--- config.mk ---
export PLATFORM = sky130hd
export DESIGN_NAME = sp0c_ctrl
export DESIGN_NICKNAME = d
export VERILOG_FILES = /design/src/sp0c_ctrl.v /design/src/sp0c_fifo.v /design/src/sp0c_shclk.v
export VERILOG_INCLUDE_DIRS = /design/src
export SDC_FILE = /design/constraint.sdc
export NUM_CORES = 1
export LEC_CHECK = 0
export ABC_AREA = 1
export CORE_MARGIN = 2
export CORE_UTILIZATION = 43
export DETAILED_ROUTE_END_ITERATION = 16
export DONT_BUFFER_PORTS = 1
export GPL_ROUTABILITY_DRIVEN = 0
export HOLD_SLACK_MARGIN = 0.08
export MAX_ROUTING_LAYER = met4
export PLACE_DENSITY = 0.58
export SLEW_MARGIN = 10
export SYNTH_ARGS = -nofsm -noshare
export SYNTH_HDL_FRONTEND = slang
export SYNTH_SLANG_ARGS = --single-unit
--- constraint.sdc ---
create_clock -name mclk -period 5.7 [get_ports mclk]
set_clock_uncertainty 0.2 [all_clocks]
set_input_delay 1.14 -clock mclk [delete_from_list [all_inputs] [get_ports mclk]]
set_output_delay 1.14 -clock mclk [all_outputs]
set_load 0.05 [all_outputs]
--- src/sp0c_defs.vh ---
// Constants for the serial port 0 control block: register address,
// bit positions, reset value and shift timing.
// Assumes inclusion by every design file of the block except the FIFO.
`ifndef SP0C_DEFS_VH
`define SP0C_DEFS_VH

`define SP0C_CTRL_ADDR 8'h98
`define SP0C_CTRL_RST 8'h00
`define SP0C_BIT_MODE_HI 7
`define SP0C_BIT_MODE_LO 6
`define SP0C_BIT_MPF 5
`define SP0C_BIT_REN 4
`define SP0C_BIT_TB8 3
`define SP0C_BIT_RB8 2
`define SP0C_BIT_TI 1
`define SP0C_BIT_RI 0

`define SP0C_DIV_STD 12
`define SP0C_DIV_FAST 2
`define SP0C_HALF_STD 3'h5
`define SP0C_HALF_FAST 3'h0
`define SP0C_OVS_LAST 4'hF
`define SP0C_OVS_MID 4'h7
`define SP0C_M0_BITS 4'h8
`define SP0C_FRAME_M1 4'hA
`define SP0C_FRAME_M23 4'hB
`define SP0C_FIFO_W 8
`define SP0C_FIFO_D 16

`endif

--- src/sp0c_ctrl.v ---
// Serial port 0 control register, transmitter and receiver.
// Assumes baud_tick is a 16x oversample strobe on mclk and that the
// SFR port and option inputs come from logic on mclk.
`timescale 1ns/1ps
`include "sp0c_defs.vh"
`default_nettype none
module sp0c_ctrl
(
   input wire mclk,
   input wire rst,
   input wire [7:0] sfr_addr,
   input wire sfr_wr_en,
   input wire [7:0] sfr_wdata,
   input wire sfr_rd_en,
   output reg [7:0] sfr_rdata_r,
   input wire [7:0] sfr_bit_addr,
   input wire sfr_bit_wr_en,
   input wire sfr_bit_wdata,
   input wire frame_err_access_option,
   input wire serial_int_enable,
   output reg serial_irq_r,
   input wire baud_tick,
   input wire [7:0] given_addr,
   input wire [7:0] broadcast_addr,
   input wire [7:0] tx_data,
   input wire tx_valid,
   output wire tx_ready,
   output reg [7:0] rx_data_r,
   output reg rx_valid_r,
   input wire rxd_in,
   output reg rxd_out_r,
   output reg rxd_oe_r,
   output reg txd_r
);
   localparam [1:0] ST_IDLE = 2'h0;
   localparam [1:0] ST_M0 = 2'h1;
   localparam [1:0] ST_ASYNC = 2'h2;

   reg mode_hi_r;
   reg frame_error_flag_r;
   reg mode_sel_lo_r;
   reg multiproc_filter_enable_r;
   reg rx_enable_r;
   reg ninth_tx_bit_r;
   reg ninth_rx_bit_r;
   reg tx_done_flag_r;
   reg rx_done_flag_r;
   reg [7:0] wmask;
   reg [7:0] wval;
   reg ti_set_r;
   reg ri_set_r;
   reg fe_set_r;
   reg rb8_set_r;
   reg rb8_val_r;
   reg rxd_s1_r;
   reg rxd_s2_r;
   reg rxd_prev_r;
   reg [1:0] tx_st_r;
   reg m0_rx_r;
   reg m0_phase_r;
   reg [3:0] tx_bitn_r;
   reg [3:0] tx_ovs_r;
   reg [10:0] tx_sh_r;
   reg [1:0] rx_st_r;
   reg [3:0] rx_bitn_r;
   reg [3:0] rx_ovs_r;
   reg [8:0] rx_sh_r;
   wire [1:0] mode;
   wire [7:0] ctrl_rd;
   wire [7:0] fifo_data;
   wire fifo_valid;
   wire fifo_pop;
   wire m0_tick;
   wire [3:0] frame_len;
   wire m0_rx_start;
   wire [7:0] rx_byte;
   wire rx_accept;

   function bit_hit;
      input [7:0] baddr;
      input [2:0] idx;
      begin
         bit_hit = (baddr == (`SP0C_CTRL_ADDR | {5'h00, idx}));
      end
   endfunction

   function addr_match;
      input [7:0] d;
      input [7:0] g;
      input [7:0] b;
      begin
         addr_match = (d == g) || (d == b);
      end
   endfunction

   assign mode = {mode_hi_r, mode_sel_lo_r};
   assign frame_len = mode[1] ? `SP0C_FRAME_M23 : `SP0C_FRAME_M1;
   assign ctrl_rd = {frame_err_access_option ? frame_error_flag_r
                     : mode_hi_r, mode_sel_lo_r,
                     multiproc_filter_enable_r, rx_enable_r,
                     ninth_tx_bit_r, ninth_rx_bit_r,
                     tx_done_flag_r, rx_done_flag_r};

   sp0c_fifo #(
      .W(`SP0C_FIFO_W),
      .D(`SP0C_FIFO_D)
   )
   u_fifo
   (
      .mclk(mclk),
      .rst(rst),
      .in_data(tx_data),
      .in_valid(tx_valid),
      .in_ready_r(tx_ready),
      .out_data(fifo_data),
      .out_valid(fifo_valid),
      .out_ready(fifo_pop)
   );

   sp0c_shclk u_shclk
   (
      .mclk(mclk),
      .rst(rst),
      .run(tx_st_r == ST_M0),
      .fast(multiproc_filter_enable_r),
      .tick_r(m0_tick)
   );

   // Byte write at the control address, or single-bit write at that address plus the bit index
   always @*
   begin
      wmask = 8'h00;
      wval = 8'h00;
      if (sfr_wr_en && sfr_addr == `SP0C_CTRL_ADDR)
      begin
         wmask = 8'hFF;
         wval = sfr_wdata;
      end
      else if (sfr_bit_wr_en &&
               bit_hit(sfr_bit_addr, sfr_bit_addr[2:0]))
      begin
         wmask = 8'h01 << sfr_bit_addr[2:0];
         wval = {8{sfr_bit_wdata}};
      end
   end

   // Hardware sets take priority over a software write in the same cycle
   always @(posedge mclk)
   begin
      if (rst)
      begin
         mode_hi_r <= 1'b0;
         frame_error_flag_r <= 1'b0;
         mode_sel_lo_r <= 1'b0;
         multiproc_filter_enable_r <= 1'b0;
         rx_enable_r <= 1'b0;
         ninth_tx_bit_r <= 1'b0;
         ninth_rx_bit_r <= 1'b0;
         tx_done_flag_r <= 1'b0;
         rx_done_flag_r <= 1'b0;
         sfr_rdata_r <= `SP0C_CTRL_RST;
         serial_irq_r <= 1'b0;
      end
      else
      begin
         if (wmask[`SP0C_BIT_MODE_HI] && !frame_err_access_option)
            mode_hi_r <= wval[`SP0C_BIT_MODE_HI];
         if (fe_set_r)
            frame_error_flag_r <= 1'b1;
         else if (wmask[`SP0C_BIT_MODE_HI] && frame_err_access_option)
            frame_error_flag_r <= wval[`SP0C_BIT_MODE_HI];
         if (wmask[`SP0C_BIT_MODE_LO])
            mode_sel_lo_r <= wval[`SP0C_BIT_MODE_LO];
         if (wmask[`SP0C_BIT_MPF])
            multiproc_filter_enable_r <= wval[`SP0C_BIT_MPF];
         if (wmask[`SP0C_BIT_REN])
            rx_enable_r <= wval[`SP0C_BIT_REN];
         if (wmask[`SP0C_BIT_TB8])
            ninth_tx_bit_r <= wval[`SP0C_BIT_TB8];
         if (rb8_set_r)
            ninth_rx_bit_r <= rb8_val_r;
         else if (wmask[`SP0C_BIT_RB8])
            ninth_rx_bit_r <= wval[`SP0C_BIT_RB8];
         if (ti_set_r)
            tx_done_flag_r <= 1'b1;
         else if (wmask[`SP0C_BIT_TI])
            tx_done_flag_r <= wval[`SP0C_BIT_TI];
         if (ri_set_r)
            rx_done_flag_r <= 1'b1;
         else if (wmask[`SP0C_BIT_RI])
            rx_done_flag_r <= wval[`SP0C_BIT_RI];
         if (sfr_rd_en)
            sfr_rdata_r <= (sfr_addr == `SP0C_CTRL_ADDR) ? ctrl_rd : 8'h00;
         serial_irq_r <= serial_int_enable &&
                         (tx_done_flag_r || rx_done_flag_r);
      end
   end

   always @(posedge mclk)
   begin
      if (rst)
      begin
         rxd_s1_r <= 1'b1;
         rxd_s2_r <= 1'b1;
         rxd_prev_r <= 1'b1;
      end
      else
      begin
         rxd_s1_r <= rxd_in;
         rxd_s2_r <= rxd_s1_r;
         rxd_prev_r <= rxd_s2_r;
      end
   end

   // Mode 0 receive waits one extra cycle while the flag set is in flight
   assign m0_rx_start = (mode == 2'h0) && rx_enable_r &&
                        !rx_done_flag_r && !ri_set_r;
   assign fifo_pop = (tx_st_r == ST_IDLE) && fifo_valid &&
                     (rx_st_r == ST_IDLE || mode != 2'h0);

   // Transmit engine; also carries the mode 0 shift sequence both ways
   always @(posedge mclk)
   begin
      if (rst)
      begin
         tx_st_r <= ST_IDLE;
         m0_rx_r <= 1'b0;
         m0_phase_r <= 1'b0;
         tx_bitn_r <= 4'h0;
         tx_ovs_r <= 4'h0;
         tx_sh_r <= 11'h7FF;
         txd_r <= 1'b1;
         rxd_out_r <= 1'b1;
         rxd_oe_r <= 1'b0;
         ti_set_r <= 1'b0;
      end
      else
      begin
         ti_set_r <= 1'b0;
         case (tx_st_r)
            ST_IDLE:
            begin
               tx_bitn_r <= 4'h0;
               tx_ovs_r <= 4'h0;
               m0_phase_r <= 1'b0;
               if (fifo_pop && mode == 2'h0)
               begin
                  tx_st_r <= ST_M0;
                  m0_rx_r <= 1'b0;
                  tx_sh_r <= {3'h7, fifo_data};
                  rxd_oe_r <= 1'b1;
               end
               else if (fifo_pop)
               begin
                  tx_st_r <= ST_ASYNC;
                  // Ninth bit only rides in modes 2 and 3
                  tx_sh_r <= mode[1] ? {1'b1, ninth_tx_bit_r, fifo_data,
                     1'b0} : {2'h3, fifo_data, 1'b0};
                  txd_r <= 1'b0;
               end
               else if (m0_rx_start && rx_st_r == ST_IDLE)
               begin
                  tx_st_r <= ST_M0;
                  m0_rx_r <= 1'b1;
                  rxd_oe_r <= 1'b0;
               end
            end
            ST_M0:
            begin
               if (m0_tick && !m0_phase_r)
               begin
                  txd_r <= 1'b0;
                  rxd_out_r <= tx_sh_r[0];
                  m0_phase_r <= 1'b1;
               end
               else if (m0_tick)
               begin
                  txd_r <= 1'b1;
                  m0_phase_r <= 1'b0;
                  tx_sh_r <= {2'h3, rxd_s2_r, tx_sh_r[8:1]};
                  tx_bitn_r <= tx_bitn_r + 4'h1;
                  if (tx_bitn_r == `SP0C_M0_BITS - 4'h1)
                  begin
                     tx_st_r <= ST_IDLE;
                     rxd_oe_r <= 1'b0;
                     rxd_out_r <= 1'b1;
                     ti_set_r <= !m0_rx_r;
                  end
               end
            end
            ST_ASYNC:
            begin
               if (baud_tick)
               begin
                  tx_ovs_r <= tx_ovs_r + 4'h1;
                  if (tx_ovs_r == `SP0C_OVS_LAST)
                  begin
                     tx_sh_r <= {1'b1, tx_sh_r[10:1]};
                     txd_r <= tx_sh_r[1];
                     tx_bitn_r <= tx_bitn_r + 4'h1;
                     // Flag rises as the stop bit begins
                     if (tx_bitn_r == frame_len - 4'h2)
                        ti_set_r <= 1'b1;
                     if (tx_bitn_r == frame_len - 4'h1)
                        tx_st_r <= ST_IDLE;
                  end
               end
            end
            default:
               tx_st_r <= ST_IDLE;
         endcase
      end
   end

   // Mode 0 receive completes in the transmit engine above
   always @(posedge mclk)
   begin
      if (rst)
      begin
         rx_data_r <= 8'h00;
         rx_valid_r <= 1'b0;
      end
      else if (tx_st_r == ST_M0 && m0_rx_r && m0_tick && m0_phase_r &&
               tx_bitn_r == `SP0C_M0_BITS - 4'h1)
      begin
         rx_data_r <= {rxd_s2_r, tx_sh_r[8:2]};
         rx_valid_r <= 1'b1;
      end
      else if (rx_st_r == ST_ASYNC && rx_accept)
      begin
         rx_data_r <= rx_byte;
         rx_valid_r <= 1'b1;
      end
      else
         rx_valid_r <= 1'b0;
   end

   assign rx_byte = mode[1] ? rx_sh_r[7:0] : rx_sh_r[8:1];
   // Accept is only meaningful on the stop-bit sample
   assign rx_accept = baud_tick && rx_ovs_r == `SP0C_OVS_MID &&
      rx_bitn_r == frame_len - 4'h1 &&
      (!multiproc_filter_enable_r ||
       ((mode[1] ? rx_sh_r[8] : rxd_s2_r) &&
        addr_match(rx_byte, given_addr, broadcast_addr)));

   // Asynchronous receive for modes 1 to 3
   always @(posedge mclk)
   begin
      if (rst)
      begin
         rx_st_r <= ST_IDLE;
         rx_bitn_r <= 4'h0;
         rx_ovs_r <= 4'h0;
         rx_sh_r <= 9'h000;
         ri_set_r <= 1'b0;
         fe_set_r <= 1'b0;
         rb8_set_r <= 1'b0;
         rb8_val_r <= 1'b0;
      end
      else
      begin
         ri_set_r <= (tx_st_r == ST_M0) && m0_rx_r && m0_tick &&
            m0_phase_r && tx_bitn_r == `SP0C_M0_BITS - 4'h1;
         fe_set_r <= 1'b0;
         rb8_set_r <= 1'b0;
         case (rx_st_r)
            ST_IDLE:
            begin
               rx_bitn_r <= 4'h0;
               rx_ovs_r <= 4'h0;
               if (mode != 2'h0 && rx_enable_r && rxd_prev_r &&
                   !rxd_s2_r)
                  rx_st_r <= ST_ASYNC;
            end
            ST_ASYNC:
            begin
               if (!rx_enable_r || mode == 2'h0)
                  rx_st_r <= ST_IDLE;
               else if (baud_tick)
               begin
                  rx_ovs_r <= rx_ovs_r + 4'h1;
                  if (rx_ovs_r == `SP0C_OVS_MID)
                  begin
                     rx_bitn_r <= rx_bitn_r + 4'h1;
                     if (rx_bitn_r == 4'h0)
                     begin
                        // A glitch shorter than half a bit is dropped
                        if (rxd_s2_r)
                           rx_st_r <= ST_IDLE;
                     end
                     else if (rx_bitn_r == frame_len - 4'h1)
                     begin
                        rx_st_r <= ST_IDLE;
                        fe_set_r <= !rxd_s2_r;
                        ri_set_r <= rx_accept;
                        rb8_set_r <= rx_accept;
                        rb8_val_r <= mode[1] ? rx_sh_r[8] : rxd_s2_r;
                     end
                     else
                        rx_sh_r <= {rxd_s2_r, rx_sh_r[8:1]};
                  end
               end
            end
            default:
               rx_st_r <= ST_IDLE;
         endcase
      end
   end
endmodule
`default_nettype wire

--- src/sp0c_fifo.v ---
// Synchronous FIFO with valid/ready on both sides.
// Assumes a power-of-two depth and a single clock.
`timescale 1ns/1ps
`default_nettype none
module sp0c_fifo #(
   parameter W = 8,
   parameter D = 16
)
(
   input wire mclk,
   input wire rst,
   input wire [W-1:0] in_data,
   input wire in_valid,
   output reg in_ready_r,
   output wire [W-1:0] out_data,
   output wire out_valid,
   input wire out_ready
);
   localparam AW = $clog2(D);
   localparam [AW:0] FULL = D;
   reg [W-1:0] mem [0:D-1];
   reg [AW-1:0] wp_r;
   reg [AW-1:0] rp_r;
   reg [AW:0] cnt_r;
   reg [AW:0] cnt_nxt;
   wire push;
   wire pop;

   assign out_valid = (cnt_r != {(AW+1){1'b0}});
   assign out_data = mem[rp_r];
   assign push = in_valid && in_ready_r;
   assign pop = out_valid && out_ready;

   always @*
   begin
      cnt_nxt = cnt_r;
      if (push && !pop)
         cnt_nxt = cnt_r + 1'b1;
      else if (pop && !push)
         cnt_nxt = cnt_r - 1'b1;
   end

   always @(posedge mclk)
   begin
      if (push)
         mem[wp_r] <= in_data;
   end

   // Ready is registered so the source sees a clean flop output
   always @(posedge mclk)
   begin
      if (rst)
      begin
         wp_r <= {AW{1'b0}};
         rp_r <= {AW{1'b0}};
         cnt_r <= {(AW+1){1'b0}};
         in_ready_r <= 1'b0;
      end
      else
      begin
         if (push)
            wp_r <= wp_r + 1'b1;
         if (pop)
            rp_r <= rp_r + 1'b1;
         cnt_r <= cnt_nxt;
         in_ready_r <= (cnt_nxt != FULL);
      end
   end
endmodule
`default_nettype wire

--- src/sp0c_shclk.v ---
// Half-period tick generator for the shift-register mode clock.
// Assumes run is held high for the whole shift sequence.
`timescale 1ns/1ps
`include "sp0c_defs.vh"
`default_nettype none
module sp0c_shclk
(
   input wire mclk,
   input wire rst,
   input wire run,
   input wire fast,
   output reg tick_r
);
   reg [2:0] cnt_r;
   wire [2:0] lim;

   // Two ticks make one shift clock period: /12 or /2 of mclk
   assign lim = fast ? `SP0C_HALF_FAST : `SP0C_HALF_STD;

   always @(posedge mclk)
   begin
      if (rst || !run)
      begin
         cnt_r <= 3'h0;
         tick_r <= 1'b0;
      end
      else if (cnt_r >= lim)
      begin
         cnt_r <= 3'h0;
         tick_r <= 1'b1;
      end
      else
      begin
         cnt_r <= cnt_r + 3'h1;
         tick_r <= 1'b0;
      end
   end
endmodule
`default_nettype wire

==> metrics, run 1 <==
cts repair resizes 0; vias in the first global route 7647; final setup TNS 0 ns; sequential share of power 41.7%; DIE WIDTH 159.3 um; count of final hold-check violations 0; max_slew headroom 25.70%; root buffer cell clkbuf_16; async set-reset flop share out of synthesis 0%; Synth top area share 37.06%; Routed WL 24870 um; clock network power share 34.5%; fmax 0.3219 GHz; number of routed nets with antenna violations 0; LEAKAGE 4.334 nW; mapped cell area 10370 um2; Worst Hold Slack 0.2346 ns; initial antenna violation count 0; Fill cells 2221; Synth area leaders edfxtp_1, dfxtp_1, nand2_1; Synth Flop Type edfxtp_1; Mapped Nets 1254; Worst Setup End Kind flop; Worst-Margin Slew 1.113 ns; Max Cap Violations 0; die height 159.3 um; Synth cell types 44; TritonCTS clock tree built; Internal 0.003204 W; GRT Util Overall 20.25%; Ys Warns 0; critical path class reg -> reg; Antenna Cells 0; Nets 1238; Area growth syn-to-layout 10.28%; total grt overflow 0; Wirelength per Cell 16.63 um; routed vias/inst 5.264; post-DP HPWL 16830 um; Skew-Pair Late Insertion Delay 0.51 ns; CTS buffer count 24; Seq/Total Area, Yosys 56.36%; unrepaired setup endpoints after global routing no; Cells on Worst Hold Path 1; DR iter-0 viols 552; Sw Share 32.66%; final setup vio count 0; hold crit path type reg -> reg; #FFs+latches synth 228; layout cells sized above 1 5.438%; Synth area leader edfxtp_1; core area 23540 um2; CTS Hold Bufs 0; Critical Path Start Type flop; minimum clock period 3.106 ns; Final period util 54.50%; largest net degree at the start of global routing 38; Power Dens Cells 416.1 nW/um2; Hold EP rxd_s2_r; IO Count 81; Initial Util 44.05%; Avg Inst Size Synth 8.827 um2; die area 25380 um2; Hold Crit Start rxd_s1_r; Via Count 7875; first-pass GRT wire length 40480 um; worst-path fanout max 37; DR DRC count 0; power consumption 0.004759 W; Post-synth EDFFs 128; internal reg-to-reg setup slack 2.59 ns; Worst EP required 5.89 ns; P_sw 0.001554 W; worst reg2reg path depth 10; number of H-tree levels 1; Post-Syn Instances 1175; CTS Sinks 228; Slew Limit Fails 0; IR drop worst, VDD 268.5 uV; clock buffer depth 3; clk slew on worst S/H paths 0.06 ns; Site Rows 56; Comb pwr share 23.8%; postcts setup bufs 0; FF-to-FF End tx_sh_r[6]; port bufs 0; TritonRoute pass-1 iters 5; Arr. time, crit path 3.29 ns; status finished clean
[power groups by stage]
stage | combinational, W | clock (W) | sequential, W
floorplan | 0.000895 | 0 | 0.00196
global route | 0.00130 | 0.00174 | 0.00200
CTS | 0.00114 | 0.00167 | 0.00199
global placement | 0.00114 | 0 | 0.00202
finish | 0.00113 | 0.00164 | 0.00198
detailed placement | 0.00113 | 0 | 0.00202
[cell families (layout without fill, tap and decap cells)]
kind of cell | count (synthesis) | after routing | share of synthesized area (%)
flip-flops | 228 | 228 | 56.36
AND/OR/NAND/NOR | 532 | 532 | 21.78
multiplexers | 4 | 4 | 0.4343
AO/OA/AOI/OAI | 235 | 235 | 12.70
XOR/XNOR | 7 | 7 | 0.5912
buffers and inverters | 149 | 151 | 5.719
adder cells (fa/ha/maj) | 20 | 20 | 2.413
[sequential cells by signal (all words and copies together), names as in the netlist, 2 cells and up, named ones only]
name / count
rx_sh_r: 9
u_shclk.cnt_r: 3
rx_ovs_r: 4
tx_bitn_r: 4
u_fifo.cnt_r: 5
sfr_rdata_r: 8
u_fifo.wp_r: 4
tx_st_r: 2
u_fifo.mem: 128
u_fifo.rp_r: 4
tx_sh_r: 10
rx_bitn_r: 4
rx_data_r: 8
tx_ovs_r: 4
[stage by stage]
step           cells  setup slack (ns)  utilization (%)  instance area [um2]
2_1_floorplan   1175             3.035                -                10370
3_3_place_gp    1452             2.571            45.02                10600
3_5_place_dp    1452             2.604            45.02                10600
4_1_cts         1496             2.602            48.58                11440
5_1_grt         1496             2.262            48.58                11440
6_report        1496             2.594            48.58                11440
[cell usage in the layout, fill, tap and decap left out, types with 5 or more instances in the layout]
cell type,count
a211oi_1,9
a21oi_1,68
buf_4,5
clkbuf_1,7
clkbuf_16,26
dfxtp_1,99
edfxtp_1,128
ha_1,20
inv_1,99
nand2_1,220
nand2_2,6
nand3_1,95
nand3b_1,15
nand4_1,9
nor2_1,166
nor3_1,11
o211ai_1,32
o21ai_0,108
o21ai_1,5
xor2_1,5
[worst max path at each step]
stage / start / end / slack (ns) / depth (start not counted)
2_1_floorplan: sfr_addr[1] / frame_error_flag_r / 3.04 / 10
3_3_place_gp: flop / tx_sh_r[1] / 2.57 / 12
3_5_place_dp: flop / tx_sh_r[1] / 2.60 / 12
4_1_cts: flop / tx_sh_r[1] / 2.60 / 12
5_1_grt: flop / tx_sh_r[4] / 2.26 / 12
6_report: flop / tx_sh_r[6] / 2.59 / 10
[critical path, cell delays in order, from the launching register on]
cell,delay [ns]
dfxtp_2,0.75
inv_1,0.55
buf_4,0.41
o21ai_0,0.32
nand3_1,0.12
nand3_1,0.16
nand2_1,0.11
nand2_1,0.07
nand3_1,0.06
a21oi_1,0.11
o21ai_0,0.09
[layout make-up]
class                      instances  area, um2  share of cell area, %
sequential                       228       5847                  51.12
multi-input combinational        798       3933                  34.38
clock buffer                      36      718.2                  6.279
tap                              319      399.1                  3.490
inverter                         102      382.9                  3.348
clock inverter                     8      120.1                  1.050
timing repair buffer               5      37.54                 0.3282
[synthesized netlist by cell type, types with 9 or more instances]
| cell | number |
|---|---|
| a211oi_1 | 9 |
| nor3_1 | 11 |
| dfxtp_1 | 100 |
| nand4_1 | 9 |
| o211ai_1 | 32 |
| ha_1 | 20 |
| o21ai_0 | 108 |
| clkbuf_1 | 35 |
| nand3_1 | 95 |
| nand3b_1 | 15 |
| nand2_1 | 220 |
| inv_1 | 99 |
| a21oi_1 | 68 |
| nor2_1 | 166 |
| edfxtp_1 | 128 |
[layer usage]
layer | up-vias | global-route usage (%) | wire [um]
li1 | 3972 | - | -
met1 | 3654 | 25.70 | 11010
met2 | 211 | 34.17 | 12010
met3 | 38 | 3.100 | 1300
met4 | 0 | 4.917 | 546
met5 | - | - | 0
Power figures use the tool's default switching activity.
==> run 2: changes to the inputs <==
Clock period 5.7 ns to 2.9 ns, I/O delays scaled along.
==> run 2 against run 1 <==
Compared with the run above:
- first-iteration DRC count is 5.6% higher
- sequential share of layout area is 1.8 points lower
- critical path depth is 2 higher
- critical path type unchanged
==> metrics, run 2 (synthesis results as in run 1) <==
status finished clean; Worst-Margin Slew 0.7031 ns (-0.4102 ns); routed vias/inst 5.177 (-1.7%); Fill cells 2211 (-0.45%); Worst Setup End Kind flop; sequential share of power 39.9% (-1.8 points); critical path class reg -> reg; minimum clock period 2.521 ns (-0.5851 ns); final setup vio count 0 (unchanged); clock buffer depth 3 (unchanged); total grt overflow 0 (unchanged); fmax 0.3966 GHz (+23%); final worst slack 0.3788 ns (-2.215 ns); DIE WIDTH 159.3 um (unchanged); Slew Limit Fails 0 (unchanged); Skew-Pair Late Insertion Delay 0.53 ns (+0.02 ns); clock network power share 34.6% (about the same); die area 25380 um2 (unchanged); count of final hold-check violations 0 (unchanged); Cells after DPL 1477 (+1.7%); Arr. time, crit path 2.74 ns (-0.55 ns); unrepaired setup endpoints after global routing no; Worst Hold Slack 0.1135 ns (-0.1211 ns); root buffer cell clkbuf_16; postcts setup bufs 0 (unchanged); Via Count 7967 (+1.2%); Sw Share 32.88% (+0.21 points); Reg with most FFs u_fifo.mem; port bufs 0 (unchanged); worst reg2reg path depth 12 (+2); Antenna Cells 0 (unchanged); Final period util 86.94% (+32 points); max reg flops 128 (unchanged); hold crit path type in -> reg; first-pass GRT wire length 40460 um (about the same); worst-path fanout max 15 (-59%); Power Dens Cells 810.2 nW/um2 (+95%); number of H-tree levels 1 (unchanged); Nets 1280 (+3.4%); vias in the first global route 7509 (-1.8%); commonest cells after routing, fill and taps aside nand2_1, nor2_1, edfxtp_1; FF-to-FF End tx_sh_r[2]; Critical Path Start Type flop; Internal 0.006440 W (+100%); max_slew headroom 52.97% (+27 points); Site Rows 56 (unchanged); IR drop worst, VDD 491.6 uV (+83%); Wirelength per Cell 16.27 um (-2.2%); CTS Hold Bufs 16 (+16); post-DP HPWL 16540 um (-1.7%); TritonCTS clock tree built; core area 23540 um2 (unchanged); commonest non-fill, non-tap cell in the layout nand2_1; final setup TNS 0 ns (unchanged); Area growth syn-to-layout 14.19%; Hold Crit Start sfr_wdata[6]; GRT Util Overall 20.20% (-0.049 points); internal reg-to-reg setup slack 0.38 ns (-2.21 ns); LEAKAGE 4.565 nW (+5.3%); clk slew on worst S/H paths 0.06 ns (about the same); Cells on Worst Hold Path 4 (+3); number of routed nets with antenna violations 0 (unchanged); r2r startpoint tx_st_r[1]; largest net degree at the start of global routing 58 (+53%); CTS buffer count 25 (+4.2%); Worst EP required 3.12 ns (-2.77 ns); layout cells sized above 1 7.459% (+2.0 points); initial antenna violation count 0 (unchanged); DR DRC count 0 (unchanged); CTS Sinks 228 (unchanged); DR iter-0 viols 583 (+5.6%); Max Cap Violations 0 (unchanged); Comb pwr share 25.5% (+1.7 points); TritonRoute pass-1 iters 5 (unchanged); Non-Filler Instances 1539 (+2.9%); P_sw 0.003154 W (+100%); top flop regs u_fifo.mem x128, tx_sh_r x10, rx_sh_r x9; cts repair resizes 0 (unchanged); worst slack, placed 0.4124 ns (-2.192 ns); Routed WL 25030 um (+0.65%); IO Count 81 (unchanged); Initial Util 44.05% (unchanged); die height 159.3 um (unchanged); Hold EP mode_sel_lo_r
run 2: cell types whose count changed in the layout (fill, tap and decap cells not counted), moves of 2 or more:
cell / before / now
clkbuf_1: 7 / 4
buf_4: 5 / 29
clkinv_1: 1 / 5
buf_12: 0 / 2
dlygate4sd3_1: 0 / 15
run 2: routing by layer:
layer / track usage (%) / vias to the layer above / share of wire (%)
li1: - / 4057 / -
met1: 25.86 / 3688 / 45
met2: 33.97 / 184 / 48
met3: 3.100 / 38 / 5.0
met4: 4.587 / 0 / 2.0
met5: - / - / 0
run 2: cell type report:
cell class                 count  area [um2]  share of cell area [%]
clock buffer                  33       695.7                   5.874
multi-input combinational    798        3933                   33.21
sequential                   228        5847                   49.37
timing repair buffer          46       407.9                   3.444
tap                          319       399.1                   3.370
inverter                     102       382.9                   3.233
clock inverter                13       177.7                   1.500
run 2: worst max path at each step:
stage | from | to | slack (ns) | depth (start not counted)
2_1_floorplan | sfr_addr[1] | frame_error_flag_r | 0.80 | 10
3_3_place_gp | tx_st_r[1] | tx_sh_r[1] | 0.56 | 12
3_5_place_dp | tx_st_r[1] | tx_sh_r[1] | 0.41 | 12
4_1_cts | tx_st_r[1] | tx_sh_r[2] | 0.40 | 12
5_1_grt | tx_st_r[1] | tx_sh_r[1] | 0.06 | 12
6_report | tx_st_r[1] | tx_sh_r[2] | 0.38 | 12
run 2: stage by stage:
step	total power, W	instance area [um2]	util [%]
after floorplan	0.005615	10370	-
after global placement	0.006270	10800	45.87
after detailed placement	0.006288	10800	45.87
after CTS	0.009688	11840	50.30
after global routing	0.01017	11840	50.30
final	0.009595	11840	50.30
run 2: power groups by stage:
stage          clock network (W)  logic (W)  registers, W
4_1_cts                  0.00339    0.00247       0.00383
5_1_grt                  0.00350    0.00281       0.00385
3_3_place_gp                   0    0.00238       0.00389
2_1_floorplan                  0    0.00176       0.00386
6_report                 0.00332    0.00245       0.00383
3_5_place_dp                   0    0.00239       0.00389
run 2: critical path: stages, from the launching register on:
cell     delay [ns]
dfxtp_1        0.36
inv_1          0.09
ha_1           0.25
inv_1          0.18
nor2_1         0.09
nor3_1         0.25
nand2_1        0.20
inv_1          0.15
nand2_1        0.16
inv_2          0.23
nand4_1        0.11
o21ai_1        0.08
nand2_1        0.06
==> run 3: changes to the inputs <==
Settings changed: CELL_PAD_IN_SITES_DETAIL_PLACEMENT set to 1, CELL_PAD_IN_SITES_GLOBAL_PLACEMENT set to 2, CORE_MARGIN 2 to unset, CORE_UTILIZATION 43 to 39, PLACE_DENSITY 0.58 to 0.78, REMOVE_ABC_BUFFERS set to 1.
==> run 3 against run 2 <==
Compared with the run above:
- final cell count rose by 1.4%
- flip-flop and latch count did not move
- hold slack improved by 0.0022 ns
- final area rose by 0.98%
- register-to-register slack got worse by 0.15 ns
- non-clock buffer count rose by 5
- total power rose by 2.3%
- combinational power rose by 3%
- core utilization fell by 4.4 points
- routed wire length rose by 10%
- clock power rose by 4%
- first-iteration DRC count fell by 7.4%
- critical path type unchanged
- largest cell class unchanged
- highest routed layer unchanged
==> metrics, run 3 (synthesis results as in run 1) <==
number of routed nets with antenna violations 0 (unchanged); worst-path fanout max 15 (unchanged); Initial Util 39.80% (-4.3 points); Power Dens Cells 820.8 nW/um2 (+1.3%); area of the multi-input gates 3933 um2 (unchanged); Nets 1286 (+0.47%); Fill cells 3039 (+37%); worst reg2reg path depth 12 (unchanged); LEAKAGE 4.615 nW (+1.1%); Wirelength per Cell 17.69 um (+8.8%); DIE WIDTH 165.1 um (+3.6%); max_slew headroom 56.53% (+3.6 points); met1 wire length 13110 um (+17%); Comb pwr share 25.8% (+0.3 points); Skew-Pair Late Insertion Delay 0.54 ns (about the same); initial antenna violation count 0 (unchanged); cell breakdown of the critical path inv_1 -> ha_1 -> inv_1 -> a21oi_1 -> nor3_1 -> nand2_1 -> inv_1 -> nand2_1 -> inv_4 -> nand4_1 -> o21ai_1 -> nand2_1; worst slack, placed 0.2802 ns (-0.1322 ns); met2 WL post-DR 12720 um (+5.8%); minimum clock period 2.666 ns (+0.1450 ns); largest net degree at the start of global routing 72 (+24%); clk slew on worst S/H paths 0.06 ns (about the same); die area 27250 um2 (+7.4%); Antenna Cells 0 (unchanged); CTS buffer count 26 (+4.0%); IO Count 81 (unchanged); Crit path largest cell delay 0.37 ns (about the same); Site Rows 59 (+5.4%); Cells on Worst Hold Path 3 (-1); sequential cell area 5847 um2 (unchanged); vias in the first global route 8279 (+10%); Critical Path Start Type flop; Arr. time, crit path 2.89 ns (+0.15 ns); core area 26060 um2 (+11%); fmax 0.3751 GHz (-5.4%); total grt overflow 0 (unchanged); Worst EP required 3.12 ns (about the same); postcts setup bufs 0 (unchanged); Worst-Margin Slew 0.6513 ns (-0.05182 ns); Final period util 91.94% (+5.0 points); Sw Share 33.13% (+0.25 points); max reg flops 128 (unchanged); DR iter-0 viols 540 (-7.4%); wire length on met3 1358 um (+8.0%); clock buffer depth 3 (unchanged); final instance area 11960 um2 (+0.98%); Slew Limit Fails 0 (unchanged); P_sw 0.003252 W (+3.1%); root buffer cell clkbuf_16; hold crit path type in -> reg; commonest cells after routing, fill and taps aside nand2_1, nor2_1, edfxtp_1; DR DRC count 0 (unchanged); count of final hold-check violations 0 (unchanged); critical path class reg -> reg; Area growth syn-to-layout 15.31%; placed inst area 10880 um2 (+0.76%); TritonRoute pass-1 iters 4 (-1); top flop regs u_fifo.mem x128, tx_sh_r x10, rx_sh_r x9; final worst slack 0.2338 ns (-0.1450 ns); Reg with most FFs u_fifo.mem; GRT Util Overall 21.35% (+1.1 points); Worst path slowest cell dfxtp_1; unrepaired setup endpoints after global routing no; post-DP HPWL 19110 um (+16%); sequential share of power 39.0% (-0.9 points); final setup vio count 0 (unchanged); IR drop worst, VDD 478.8 uV (-2.6%); Worst Setup End Kind flop; TritonCTS clock tree built; Max Cap Violations 0 (unchanged); Routed WL 27600 um (+10%); routed vias/inst 5.253 (+1.5%); layout cells sized above 1 7.918% (+0.46 points); status finished clean; port bufs 0 (unchanged); CTS Sinks 228 (unchanged); Via Count 8194 (+2.8%); number of H-tree levels 1 (unchanged); first-pass GRT wire length 44060 um (+8.9%); top layer reached by signal wires met4; die height 165.1 um (+3.6%); clock network power share 35.2% (+0.6 points); commonest non-fill, non-tap cell in the layout nand2_1; Internal 0.006564 W (+1.9%)
## run 3: changes by cell type in the layout (fill, tap and decap cells not counted)
cell,before,now
clkbuf_8,4,0
buf_4,29,32
buf_12,2,4
clkbuf_16,25,27
bufinv_16,4,5
clkbuf_1,4,3
clkinv_2,3,4
clkinv_4,0,1
clkinv_8,0,1
inv_16,1,0
inv_2,2,1
inv_4,0,1
## run 3: final cells by class
cell class                      instances  share of cell area [%]
Clock buffer                           30                   5.744
Clock inverter                         16                   1.820
Sequential cell                       228                   48.89
Tap cell                              335                   3.505
Timing Repair Buffer                   51                   3.934
Multi-Input combinational cell        798                   32.88
Inverter                              102                   3.222
## run 3: power by group through the flow
stage,Combinational [W],Clock (W),Sequential (W)
3_5_place_dp,0.00248,0,0.00390
4_1_cts,0.00257,0.00354,0.00383
6_report,0.00253,0.00345,0.00383
5_1_grt,0.00290,0.00366,0.00386
3_3_place_gp,0.00245,0,0.00389
2_1_floorplan,0.00157,0,0.00395
## run 3: per-stage QoR
stage | hold slack [ns] | utilization, % | instances | power (W) | TNS [ns]
4_1_cts | 0.08690 | 45.88 | 1560 | 0.009942 | 0
2_1_floorplan | 0.1895 | - | 1128 | 0.005526 | -4.169
3_3_place_gp | 0.2133 | 41.76 | 1498 | 0.006346 | 0
6_report | 0.1157 | 45.89 | 1560 | 0.009816 | 0
5_1_grt | 0.1073 | 45.89 | 1560 | 0.01042 | 0
3_5_place_dp | 0.2119 | 41.76 | 1498 | 0.006379 | 0
## run 3: layer usage
layer | up-vias | GRT usage (%)
met4 | 0 | 4.921
met1 | 3970 | 28.99
li1 | 4070 | -
met3 | 39 | 3.646
met5 | - | -
met2 | 115 | 33.26
## run 3: timing repair
item / in CTS / in global routing
hold buffers: 16 / 0
resized for setup: 0 / 1
endpoints found under the setup margin: 0 / 3
endpoints found under the hold margin: 176 / 0
## run 3: final timing paths
kind | start | endpoint | slack, ns
min | sfr_wdata[3] | ninth_tx_bit_r | 0.12
min reg2reg | rxd_s1_r | rxd_s2_r | 0.24
max | tx_st_r[0] | tx_sh_r[1] | 0.23
max reg2reg | tx_st_r[0] | tx_sh_r[1] | 0.23
## run 3: worst max-delay path: cells and delay by family (launching register included)
family / cells / cell delay (ns)
AOI/OAI and AO/OA: 2 / 0.17
adders and majority gates: 1 / 0.30
DFF: 1 / 0.37
and+or+nand+nor: 5 / 0.92
buffers and inverters: 4 / 0.61
